**src/inc/xms_pkg.sv**
```systemverilog
// constants, register map and state type for the external data bus and stack map block
// ============================================================================
package xms_pkg;

	// ========================================================================
	// register indices, byte address is four times the index
	localparam logic [7:0]  IDX_SP       = 8'h81;
	localparam logic [7:0]  IDX_SPX      = 8'h9E;
	localparam logic [7:0]  IDX_AUX      = 8'h8E;
	localparam logic [7:0]  IDX_STAT     = 8'hA0;
	localparam logic [7:0]  IDX_RDAT     = 8'hA1;
	localparam logic [11:0] ADR_SP       = {2'h0, IDX_SP, 2'h0};
	localparam logic [11:0] ADR_SPX      = {2'h0, IDX_SPX, 2'h0};
	localparam logic [11:0] ADR_AUX      = {2'h0, IDX_AUX, 2'h0};
	localparam logic [11:0] ADR_STAT     = {2'h0, IDX_STAT, 2'h0};
	localparam logic [11:0] ADR_RDAT     = {2'h0, IDX_RDAT, 2'h0};

	// ========================================================================
	// reset values
	localparam logic [7:0]  SP_RST       = 8'h07;
	localparam logic [3:0]  SPX_RST      = 4'h0;
	localparam logic [4:0]  AUX_RST      = 5'h00;

	// ========================================================================
	// field positions
	localparam int          AUX_STACK_EXTEND_SELECT     = 4;
	localparam int          AUX_WS_HI    = 3;
	localparam int          AUX_WS_LO    = 2;
	localparam int          AUX_EXTERNAL_ONLY_MAP    = 1;
	localparam int          AUX_LATCH_IDLE_LOW     = 0;
	localparam int          STAT_BUSY    = 0;
	localparam int          STAT_EXT     = 1;
	localparam int          STAT_STALL   = 2;

	// ========================================================================
	// sizes and timing counts
	localparam logic [16:0] INT_MAP_SIZE = 17'h01000;
	localparam int          SYNC_STAGES  = 2;
	localparam logic [1:0]  SETTLE_CNT   = 2'(SYNC_STAGES - 1);

	typedef enum logic [2:0] {
		ST_IDLE,
		ST_ADDR,
		ST_LATCH,
		ST_STROBE,
		ST_SETTLE,
		ST_DONE
	} xms_state_e;

endpackage : xms_pkg

```
**src/inc/xms_stk_if.sv**
```systemverilog
// stack address signals shared between the top and the stack address former
`timescale 1ns/1ps
interface xms_stk_if;
	logic [7:0]  sp;
	logic [3:0]  stack_upper_nibble;
	logic        ext;
	logic [11:0] addr;
	logic        extra;
	modport calc (input sp, input stack_upper_nibble, input ext, output addr, output extra);
	modport user (output sp, output stack_upper_nibble, output ext, input addr, input extra);
endinterface : xms_stk_if

```
**src/rtl/xms_stack_addr.sv**
```systemverilog
// stack address former for the direct and the extended stack
`timescale 1ns/1ps
module xms_stack_addr
	import xms_pkg::*;
(
	xms_stk_if.calc s
);
	// extension nibble only counts in extended mode
	always_comb begin
		s.addr  = s.ext ? {s.stack_upper_nibble, s.sp} : {4'h0, s.sp};
		s.extra = s.ext;
	end
endmodule : xms_stack_addr

```
**src/rtl/xms_wait_timer.sv**
```systemverilog
// small loadable down counter used for strobe stretch, settle and stack stall
`timescale 1ns/1ps
module xms_wait_timer
	import xms_pkg::*;
#(
	parameter int W = 2
)(
	input  wire logic         CLK,
	input  wire logic         RSTN,
	input  wire logic         LOAD,
	input  wire logic [W-1:0] VAL,
	output logic              ZERO,
	output logic              BUSY
);
	logic [W-1:0] cnt_reg;
	logic [W-1:0] cnt_next;

	// load wins, otherwise count down to zero and stop
	always_comb begin
		cnt_next = cnt_reg;
		if (LOAD) begin
			cnt_next = VAL;
		end else if (cnt_reg != '0) begin
			cnt_next = cnt_reg - W'(1);
		end
	end

	always_ff @(posedge CLK or negedge RSTN) begin
		if (!RSTN) begin
			cnt_reg <= '0;
			BUSY    <= 1'b0;
		end else begin
			cnt_reg <= cnt_next;
			BUSY    <= (cnt_next != '0);
		end
	end

	assign ZERO = (cnt_reg == '0);
endmodule : xms_wait_timer

```
**src/rtl/xms_top.sv**
```systemverilog
// external data bus sequencer, data space map and stack address logic with APB registers
`timescale 1ns/1ps
module xms_top
	import xms_pkg::*;
#(
	parameter logic [16:0] INT_SIZE = INT_MAP_SIZE
)(
	input  wire logic        CLK,
	input  wire logic        RSTN,
	// apb slave
	input  wire logic        PSEL,
	input  wire logic        PENABLE,
	input  wire logic        PWRITE,
	input  wire logic [11:0] PADDR,
	input  wire logic [31:0] PWDATA,
	output logic      [31:0] PRDATA,
	output logic             PREADY,
	output logic             PSLVERR,
	// core data access request
	input  wire logic        XREQ,
	input  wire logic        XWRITE,
	input  wire logic        XPAGED,
	input  wire logic [15:0] XADDR,
	input  wire logic [7:0]  XWDATA,
	output logic             XBUSY,
	output logic             XDONE,
	output logic      [7:0]  XRDATA,
	output logic             XINT_SEL,
	output logic      [15:0] XINT_ADDR,
	// core stack side
	input  wire logic        STK_INC,
	input  wire logic        STK_DEC,
	input  wire logic        STK_OP,
	input  wire logic [1:0]  STK_NACC,
	output logic      [11:0] STK_ADDR,
	output logic             STK_EXTRA,
	output logic             STK_STALL,
	// low-byte port idle configuration
	input  wire logic [7:0]  P0_IDLE_DO,
	input  wire logic [7:0]  P0_IDLE_OEN,
	// pins
	input  wire logic [7:0]  P0_DI,
	output logic      [7:0]  P0_DO,
	output logic      [7:0]  P0_OEN,
	output logic      [7:0]  P2_DO,
	output logic             P2_OWN,
	output logic             ALE_O,
	output logic             RD_N,
	output logic             WR_N
);
	// ========================================================================
	// registers
	logic [7:0]  sp_reg;
	logic [3:0]  spx_reg;
	logic [4:0]  aux_reg;
	logic        stack_extend_select, external_only_map, latch_idle_low;
	logic [1:0]  ws;
	logic        wr_hit, rd_hit;

	assign stack_extend_select  = aux_reg[AUX_STACK_EXTEND_SELECT];
	assign ws    = aux_reg[AUX_WS_HI:AUX_WS_LO];
	assign external_only_map = aux_reg[AUX_EXTERNAL_ONLY_MAP];
	assign latch_idle_low  = aux_reg[AUX_LATCH_IDLE_LOW];

	// write commits only at the access edge with ready high
	assign wr_hit = PSEL && PENABLE && PREADY && PWRITE;
	assign rd_hit = PSEL && !PENABLE;

	// apb: one wait-free access phase, ready answered from a flop
	always_ff @(posedge CLK or negedge RSTN) begin
		if (!RSTN) begin
			PREADY  <= 1'b0;
			PSLVERR <= 1'b0;
			PRDATA  <= 32'h0000_0000;
		end else begin
			PREADY  <= rd_hit;
			PSLVERR <= 1'b0;
			if (rd_hit) begin
				PRDATA <= 32'h0000_0000;
				unique case (PADDR)
					ADR_SP:   PRDATA[7:0] <= sp_reg;
					ADR_SPX:  PRDATA[3:0] <= spx_reg;
					ADR_AUX:  PRDATA[4:0] <= aux_reg;
					ADR_STAT: PRDATA[2:0] <= {STK_STALL, P2_OWN | XBUSY, XBUSY};
					ADR_RDAT: PRDATA[7:0] <= XRDATA;
					default:  PSLVERR     <= 1'b1; // unmapped word
				endcase
			end
		end
	end

	// auxiliary control, software only
	always_ff @(posedge CLK or negedge RSTN) begin
		if (!RSTN) begin
			aux_reg <= AUX_RST;
		end else if (wr_hit && PADDR == ADR_AUX) begin
			aux_reg <= PWDATA[4:0];
		end
	end

	// ========================================================================
	// stack pointer pair; software write beats a core step in the same cycle
	logic [8:0] sp_up, sp_dn;
	assign sp_up = {1'b0, sp_reg} + 9'h001;
	assign sp_dn = {1'b0, sp_reg} - 9'h001;

	always_ff @(posedge CLK or negedge RSTN) begin
		if (!RSTN) begin
			sp_reg  <= SP_RST;
			spx_reg <= SPX_RST;
		end else begin
			if (wr_hit && PADDR == ADR_SP) begin
				sp_reg <= PWDATA[7:0];
			end else if (STK_INC) begin
				sp_reg <= sp_up[7:0];
				// carry only within the extended stack
				if (stack_extend_select && sp_up[8]) spx_reg <= spx_reg + 4'h1;
			end else if (STK_DEC) begin
				sp_reg <= sp_dn[7:0];
				if (stack_extend_select && sp_dn[8]) spx_reg <= spx_reg - 4'h1;
			end
			if (wr_hit && PADDR == ADR_SPX) begin
				spx_reg <= PWDATA[3:0];
			end
		end
	end

	xms_stk_if stk ();
	assign stk.sp  = sp_reg;
	assign stk.stack_upper_nibble = spx_reg;
	assign stk.ext = stack_extend_select;

	xms_stack_addr u_stack (
		.s (stk.calc)
	);

	// stack address registered; never routed to the external bus
	always_ff @(posedge CLK or negedge RSTN) begin
		if (!RSTN) begin
			STK_ADDR  <= 12'h000;
			STK_EXTRA <= 1'b0;
		end else begin
			STK_ADDR  <= stk.addr;
			STK_EXTRA <= stk.extra;
		end
	end

	// extended stack stall, one cycle per stack access
	xms_wait_timer #(.W(2)) u_stall (
		.CLK  (CLK),
		.RSTN (RSTN),
		.LOAD (STK_OP && stack_extend_select),
		.VAL  (STK_NACC),
		.ZERO (),
		.BUSY (STK_STALL)
	);

	// ========================================================================
	// read data synchroniser
	logic [7:0] p0_s1, p0_s2;
	always_ff @(posedge CLK or negedge RSTN) begin
		if (!RSTN) begin
			p0_s1 <= 8'h00;
			p0_s2 <= 8'h00;
		end else begin
			p0_s1 <= P0_DI;
			p0_s2 <= p0_s1;
		end
	end

	// ========================================================================
	// bus sequencer
	xms_state_e st_reg, st_next;
	logic       go_int, go_ext, tmr_load, tmr_zero;
	logic [1:0] tmr_val;
	logic       wr_l, pg_l;
	logic [15:0] addr_l;
	logic [7:0]  wd_l;

	// map decision: internal window only when the external-only bit is clear
	always_comb begin
		go_ext = 1'b0;
		go_int = 1'b0;
		if (st_reg == ST_IDLE && XREQ) begin
			if (external_only_map || {1'b0, XADDR} >= INT_SIZE) go_ext = 1'b1;
			else go_int = 1'b1;
		end
	end

	always_comb begin
		st_next = st_reg;
		unique case (st_reg)
			ST_IDLE:   if (go_ext) st_next = ST_ADDR;
			ST_ADDR:   st_next = ST_LATCH;
			ST_LATCH:  st_next = ST_STROBE;
			ST_STROBE: if (tmr_zero) st_next = wr_l ? ST_DONE : ST_SETTLE;
			ST_SETTLE: if (tmr_zero) st_next = ST_DONE;
			ST_DONE:   st_next = ST_IDLE;
		endcase
	end

	// timer loaded with wait count on strobe entry, settle count after a read
	always_comb begin
		tmr_load = 1'b0;
		tmr_val  = ws;
		if (st_reg == ST_LATCH) begin
			tmr_load = 1'b1;
		end else if (st_reg == ST_STROBE && st_next == ST_SETTLE) begin
			tmr_load = 1'b1;
			tmr_val  = SETTLE_CNT;
		end
	end

	xms_wait_timer #(.W(2)) u_wait (
		.CLK  (CLK),
		.RSTN (RSTN),
		.LOAD (tmr_load),
		.VAL  (tmr_val),
		.ZERO (tmr_zero),
		.BUSY ()
	);

	always_ff @(posedge CLK or negedge RSTN) begin
		if (!RSTN) st_reg <= ST_IDLE;
		else       st_reg <= st_next;
	end

	// request captured once, held until the strobe has ended
	always_ff @(posedge CLK or negedge RSTN) begin
		if (!RSTN) begin
			wr_l   <= 1'b0;
			pg_l   <= 1'b0;
			addr_l <= 16'h0000;
			wd_l   <= 8'h00;
		end else if (go_ext) begin
			wr_l   <= XWRITE;
			pg_l   <= XPAGED;
			addr_l <= XADDR;
			wd_l   <= XWDATA;
		end
	end

	// core handshake; internal accesses finish in one cycle
	always_ff @(posedge CLK or negedge RSTN) begin
		if (!RSTN) begin
			XBUSY     <= 1'b0;
			XDONE     <= 1'b0;
			XRDATA    <= 8'h00;
			XINT_SEL  <= 1'b0;
			XINT_ADDR <= 16'h0000;
		end else begin
			XBUSY    <= (st_next != ST_IDLE);
			XDONE    <= go_int || st_next == ST_DONE;
			XINT_SEL <= go_int;
			if (go_int) XINT_ADDR <= XADDR;
			// value from the last strobe cycle has crossed both stages here
			if (st_reg == ST_SETTLE && tmr_zero) XRDATA <= p0_s2;
		end
	end

	// pins driven from the coming state so they all leave flops together
	always_ff @(posedge CLK or negedge RSTN) begin
		if (!RSTN) begin
			ALE_O  <= 1'b1;
			RD_N   <= 1'b1;
			WR_N   <= 1'b1;
			P0_DO  <= 8'h00;
			P0_OEN <= 8'hFF;
			P2_DO  <= 8'h00;
			P2_OWN <= 1'b0;
		end else begin
			unique case (st_next)
				ST_IDLE: begin
					ALE_O  <= !latch_idle_low;
					RD_N   <= 1'b1;
					WR_N   <= 1'b1;
					P0_DO  <= P0_IDLE_DO;
					P0_OEN <= P0_IDLE_OEN;
					P2_OWN <= 1'b0;
				end
				ST_ADDR: begin
					ALE_O  <= 1'b1;
					P0_DO  <= XADDR[7:0];
					P0_OEN <= 8'h00;
					P2_DO  <= XADDR[15:8];
					P2_OWN <= !XPAGED;
				end
				ST_LATCH: begin
					ALE_O  <= 1'b0;
				end
				ST_STROBE: begin
					RD_N   <= wr_l;
					WR_N   <= !wr_l;
					P0_DO  <= wd_l;
					P0_OEN <= wr_l ? 8'h00 : 8'hFF;
				end
				default: begin
					ALE_O  <= 1'b0;
					RD_N   <= 1'b1;
					WR_N   <= 1'b1;
					P0_OEN <= wr_l ? 8'h00 : 8'hFF;
				end
			endcase
		end
	end

	logic [2:0] strb_len;
	always_ff @(posedge CLK or negedge RSTN) begin
		if (!RSTN) strb_len <= 3'h0;
		else if (!RD_N || !WR_N) strb_len <= strb_len + 3'h1;
		else strb_len <= 3'h0;
	end
endmodule : xms_top

```
**config.mk**
```make
export PLATFORM = sky130hd
export DESIGN_NAME = xms_top
export DESIGN_NICKNAME = d
export VERILOG_FILES = /design/src/inc/xms_pkg.sv /design/src/inc/xms_stk_if.sv /design/src/rtl/xms_stack_addr.sv /design/src/rtl/xms_wait_timer.sv /design/src/rtl/xms_top.sv
export SDC_FILE = /design/constraint.sdc
export NUM_CORES = 1
export LEC_CHECK = 0
export BUFFER_PORTS_ARGS = -buffer_cell sky130_fd_sc_hd__buf_2
export CORE_UTILIZATION = 53
export DETAILED_ROUTE_END_ITERATION = 8
export GPL_TIMING_DRIVEN = 0
export PLACE_DENSITY = 0.83
export SETUP_SLACK_MARGIN = 0.4
export SKIP_LAST_GASP = 1
export SLEW_MARGIN = 40
export SYNTH_ARGS = -nofsm -noshare
export SYNTH_HDL_FRONTEND = slang
export SYNTH_SLANG_ARGS = --single-unit
```
**constraint.sdc**
```tcl
create_clock -name CLK -period 4.15 [get_ports CLK]
set_clock_uncertainty 0.05 [all_clocks]
set_input_delay 0.83 -clock CLK [delete_from_list [all_inputs] [get_ports CLK]]
set_output_delay 0.83 -clock CLK [all_outputs]
set_load 0.005 [all_outputs]
```
## Word-level counts from Yosys, hierarchy flattened

Cells that the tools add are included.

| word-level totals | value |
|---|---|
| logic and storage cells | 128 |
| register bits | 128 |
| bits of input ports | 105 |
| output and inout port bits | 103 |

| cells by class | value |
|---|---|
| bitwise operators | 1 |
| add/sub/neg operators | 6 |
| reduce and logical (&&, ||, !) cells | 35 |
| mux-type cells | 40 |
| magnitude comparators | 1 |
| equality and inequality tests | 17 |

Operators with widths:

| operator | number |
|---|---|
| 12-bit by 10-bit equality test with 1-bit output (second input constant) | 5 |
| 8-bit one-hot mux with 3 select lines | 2 |
| 8-bit two-way mux | 4 |
| 4-bit two-way mux | 6 |
| 3-bit one-hot mux with 6 select lines | 1 |
| 16-bit by 13-bit >= comparator with 1-bit output (second input constant) | 1 |
| 3-bit one-hot mux with 5 select lines | 1 |
| 3-bit nonzero test | 5 |
| 1-bit logical AND | 13 |
| 3-bit by 2-bit equality test with 1-bit output (second input constant) | 4 |
| 3-bit equality test (second input constant) | 4 |
| 12-bit two-way mux | 1 |
| 2-bit two-way mux | 6 |
| 2-bit nonzero test | 5 |
| 8-bit by 1-bit adder with 9-bit output (second input constant) | 1 |
| 1-bit two-way mux | 9 |
| 3-bit two-way mux | 3 |
| 8-bit by 1-bit subtractor with 9-bit output (second input constant) | 1 |
| 3-bit by 1-bit equality test with 1-bit output (second input constant) | 2 |
| 3-bit zero test | 2 |
| 1-bit one-hot mux with 2 select lines | 3 |
| 1-bit one-hot mux with 3 select lines | 2 |
| 3-bit one-hot mux with 2 select lines | 1 |
| 5-bit OR reduction | 1 |
| other kinds (12) | 17 |

## Logic depth before layout (Yosys ltp)

| depth | value |
|---|---|
| depth in word-level cells | 11 |
| mapped depth | 8 |
| gate-level depth less buffers | 7 |

## Modules after synthesis

From an unflattened synthesis, not the netlist that was laid out.

| unflattened totals | value |
|---|---|
| cells, all modules | 530 |
| area, all modules | 5764.3 µm² |

By module, submodules not included:

| module | instances | cells each | sequential area each (µm²) | area an instance (µm²) |
|---|---|---|---|---|
| xms_top | 1 | 491 | 3095.5 | 5434.0 |
| xms_wait_timer | 2 | 13 | 75.1 | 118.9 |
| xms_stack_addr | 1 | 13 | 0.0 | 92.6 |

## Worst setup path after synthesis

Ideal clock, no wire load.

| path | value |
|---|---|
| path type | in2reg |
| from | in PADDR[1] |
| to | reg aux_reg[0] |
| slack | 1.475 ns |
| data required time | 3.975 ns |
| stages | 4 |
| data arrival time | 2.500 ns |
| setup time | 0.125 ns |
| buffers on the path | 0 |
| cell sequence | or4b_4 or3_4 nor4_4 mux2_2 |

| between the ends | value |
|---|---|
| cells in the longest elaborated chain, start to end | 2 |

RTL lines:

| what | RTL line | text |
|---|---|---|
| start: declaration | xms_top.sv:14 | `input wire logic [11:0] PADDR,` |
| 12-bit by 10-bit equality test with 1-bit output | xms_top.sv:96 | `end else if (wr_hit && PADDR == ADR_AUX) begin` |
| 1-bit logical AND | xms_top.sv:96 |  |
| end signal: assignment | xms_top.sv:97 | `aux_reg <= PWDATA[4:0];` |
| end: declaration | xms_top.sv:55 | `logic [4:0] aux_reg;` |

No other way between the ends.
A chain may end at the register's enable or synchronous reset.

## Worst setup path after layout

| path | value |
|---|---|
| from | reg st_reg[1] |
| to | reg wd_l[5] |

| between the ends | value |
|---|---|
| cells in the longest elaborated chain, start to end | 3 |

RTL lines:

| what | RTL line | text |
|---|---|---|
| start: declaration | xms_top.sv:173 | `xms_state_e st_reg, st_next;` |
| start signal: assignment | xms_top.sv:225 | `else st_reg <= st_next;` |
| 3-bit zero test | xms_top.sv:184 | `if (st_reg == ST_IDLE && XREQ) begin` |
| 1-bit logical AND | xms_top.sv:184 |  |
| 1-bit two-way mux | xms_top.sv:184 |  |
| end signal: assignment | xms_top.sv:234 | `wd_l <= 8'h00;` |
| end signal: assignment | xms_top.sv:239 | `wd_l <= XWDATA;` |
| end: declaration | xms_top.sv:178 | `logic [7:0] wd_l;` |

No other way between the ends.

==> summary.txt <==
Outcome = completed
Clk slew on worst S/H paths = 60 ps
Avg Inst Size Synth = 11.2 um^2
TritonCTS Sinks = 128
Die Y = 105 um
Startpoint Class = register
EDFF count, synth = 0
CP Data Arrival Time = 2910 ps
IO Port Bufs = 158
Slew margin rel. = 0.487
Total grt overflow = 0
Synth Cell Area = 5640 um^2
Total power = 4890 uW
WL per Instance = 15.8 um
Max reg flops = 16
Worst-path maximum fanout = 10
Top_reg_cell synth = dfrtp_1
CTS tree = yes
Clock Tree Buf Depth = 2
H-tree depth = 4
Count of warnings emitted by yosys = 0
Syn-to-layout area delta = 29.5%
Post-CTS resize count = 0
Number of global-route vias before repair = 4711
Top reg by flops = XINT_ADDR
Asr flop ratio synth = 1.00
Initial DRC count = 301
RSZ-0062 raised after global routing = no
Worst slew pin tran = 767 ps
Netlist cell types = 55
Peak Freq = 400 MHz
DRC violations left = 0
Boundary pin count = 208
Pre-CTS setup slack = 1220 ps
Final setup vio count = 0
Hold_buf cts = 0
Most common cell after layout, fill and taps aside = buf_2
Peak VDD IR = 0.328 mV
Initial core utilization = 0.547
Filler Cells Inserted = 751
DR pass1 iterations = 7
Critical path required time = 4560 ps
Largest registers = XINT_ADDR x16, STK_ADDR x12
Commonest non-fill, non-tap cells in the layout = 162 x buf_2, 114 x dfrtp_1, 84 x nand2_1
Largest net degree at the start of global routing = 78
All-Layer GR Usage = 0.261
Post-DRT Antenna Nets = 0
Storage element area = 3220 um^2
Placed wire-length estimate = 9770 um
WS Path Type = register to register
Die extent in x = 105 um
Core Area = 10300 um^2
Nets@finish = 815
Vias per Instance = 5.36
Setup ws final = 1650 ps
Initial antenna violation count = 1
Max Cap Violations = 0
Final Hold Fails = 0
Die area = 11100 um^2
Sequential fraction of the synthesis area = 0.571
Mapped Cells = 503
Final cell count without fillers = 852
Placed Instances = 821
Worst path slowest cell = a21boi_1
Setup_tns = 0 ps
Rows = 37
Via count = 4570
Setup bufs post-CTS = 0
Clock Root Buffer = clkbuf_8
Lkg Pwr = 0.00371 uW
Fin. max-slew vios = 0
Ant diodes = 0
Min Tclk post-route = 2500 ps
FF+latch count, synth = 128
Critical path capture point type = register
Period utilization = 0.602
Hold WC Path Type = input pin to async pin
Worst path max stage delay = 560 ps
CP top delay family = buffers and inverters
First-pass GRT wire length = 22300 um
Final WL = 13500 um
Layout cells sized above 1 = 0.387
Worst path bufs/invs = 3
Clk_lat worst skew = 520 ps
Number of buffers created by CTS = 17
Gpl congestion = 0.932
Area of the multi-input gates = 2180 um^2
P per Cell Area = 670 nW/um^2
Crit-path cells = clkbuf_1, nor4b_2, a21boi_1, buf_2, buf_2, nand2_1, nand2_1
per-layer routing:
layer / GRT usage / part of all wire
met1: 0.328 / 0.41
met2: 0.426 / 0.50
met3: 0.0655 / 0.068
met4: 0.115 / 0.024
met5: 0 / 0
through the flow:
stage	util	hold slack (ps)	cell area, um^2
finish	0.708	226	7310
global route	0.708	267	7310
CTS	0.708	251	7310
detailed placement	0.652	285	6730
global placement	0.648	283	6690
floorplan	-	281	5730
final cells by class:
| type | instances | share of cell area |
|---|---|---|
| plain buffers | 46 | 0.0389 |
| clock buffers | 25 | 0.0649 |
| clock inverters | 6 | 0.0144 |
| inverters | 11 | 0.00565 |
| multi-input cells | 341 | 0.299 |
| flip-flops and latches | 128 | 0.441 |
| well taps | 136 | 0.0233 |
| repair buffers | 159 | 0.113 |
where the power goes:
| group | switching, uW | leakage (uW) | internal (uW) |
|---|---|---|---|
| combinational | 786 | 0.00186 | 672 |
| sequential | 278 | 0.00157 | 1690 |
| clock | 506 | 0.000286 | 957 |
| total | 1570 | 0.00371 | 3320 |
kinds of logic after synthesis:
group	after synthesis	share of synthesized area
buf+inv	57	0.0576
flops	128	0.571
simple gates	168	0.150
mux	42	0.0807
fa+ha+maj	6	0.0146
other cells	1	0.000665
compound gates	90	0.108
xor+xnor	11	0.0171
synth_stat cells, drive strengths merged (2+ instances only):
library cell / number / share of area
nor3: 6 / 0.0053
dfrtp: 114 / 0.51
nor4: 4 / 0.012
a211oi: 2 / 0.0027
or2: 2 / 0.0022
a21o: 3 / 0.0040
inv: 11 / 0.0073
nor2b: 9 / 0.010
o221a: 8 / 0.016
clkbuf: 14 / 0.0093
a31oi: 11 / 0.012
o21ai: 23 / 0.020
mux2i: 14 / 0.025
dfstp: 14 / 0.065
xnor2: 3 / 0.0047
buf: 32 / 0.041
nand2: 84 / 0.056
a22o: 3 / 0.0047
nand3: 10 / 0.0089
and4: 3 / 0.0047
a221oi: 2 / 0.0031
a21oi: 14 / 0.013
o41ai: 2 / 0.0031
ha: 5 / 0.011
or3: 2 / 0.0033
nand2b: 6 / 0.0067
nand3b: 2 / 0.0027
o22ai: 4 / 0.0044
or4b: 2 / 0.0042
mux2: 28 / 0.056
xor2: 8 / 0.012
nand4: 6 / 0.0067
and3: 2 / 0.0022
and2: 4 / 0.0044
nor2: 23 / 0.015
a22oi: 11 / 0.015
worst paths after layout:
kind	start	endpoint	slack [ps]	cells after the start
max	st_reg[1]	wd_l[5]	1650	7
min reg2reg	p0_s1[7]	p0_s2[7]	300	0
max in group asynchronous	RSTN	ALE_O	3120	2
min in group CLK	p0_s1[7]	p0_s2[7]	300	0
max reg2reg	st_reg[1]	wd_l[5]	1650	7
min	RSTN	p0_s2[5]	230	1
worst reg2reg max path: cells and delay by family (launching register included):
kind / cells / cell delay, ps
buffers and inverters: 3 / 780
flip-flops: 1 / 360
AND/OR/NAND/NOR: 3 / 690
AO/OA/AOI/OAI: 1 / 560
Note: power is estimated with default switching activity, not from simulation.
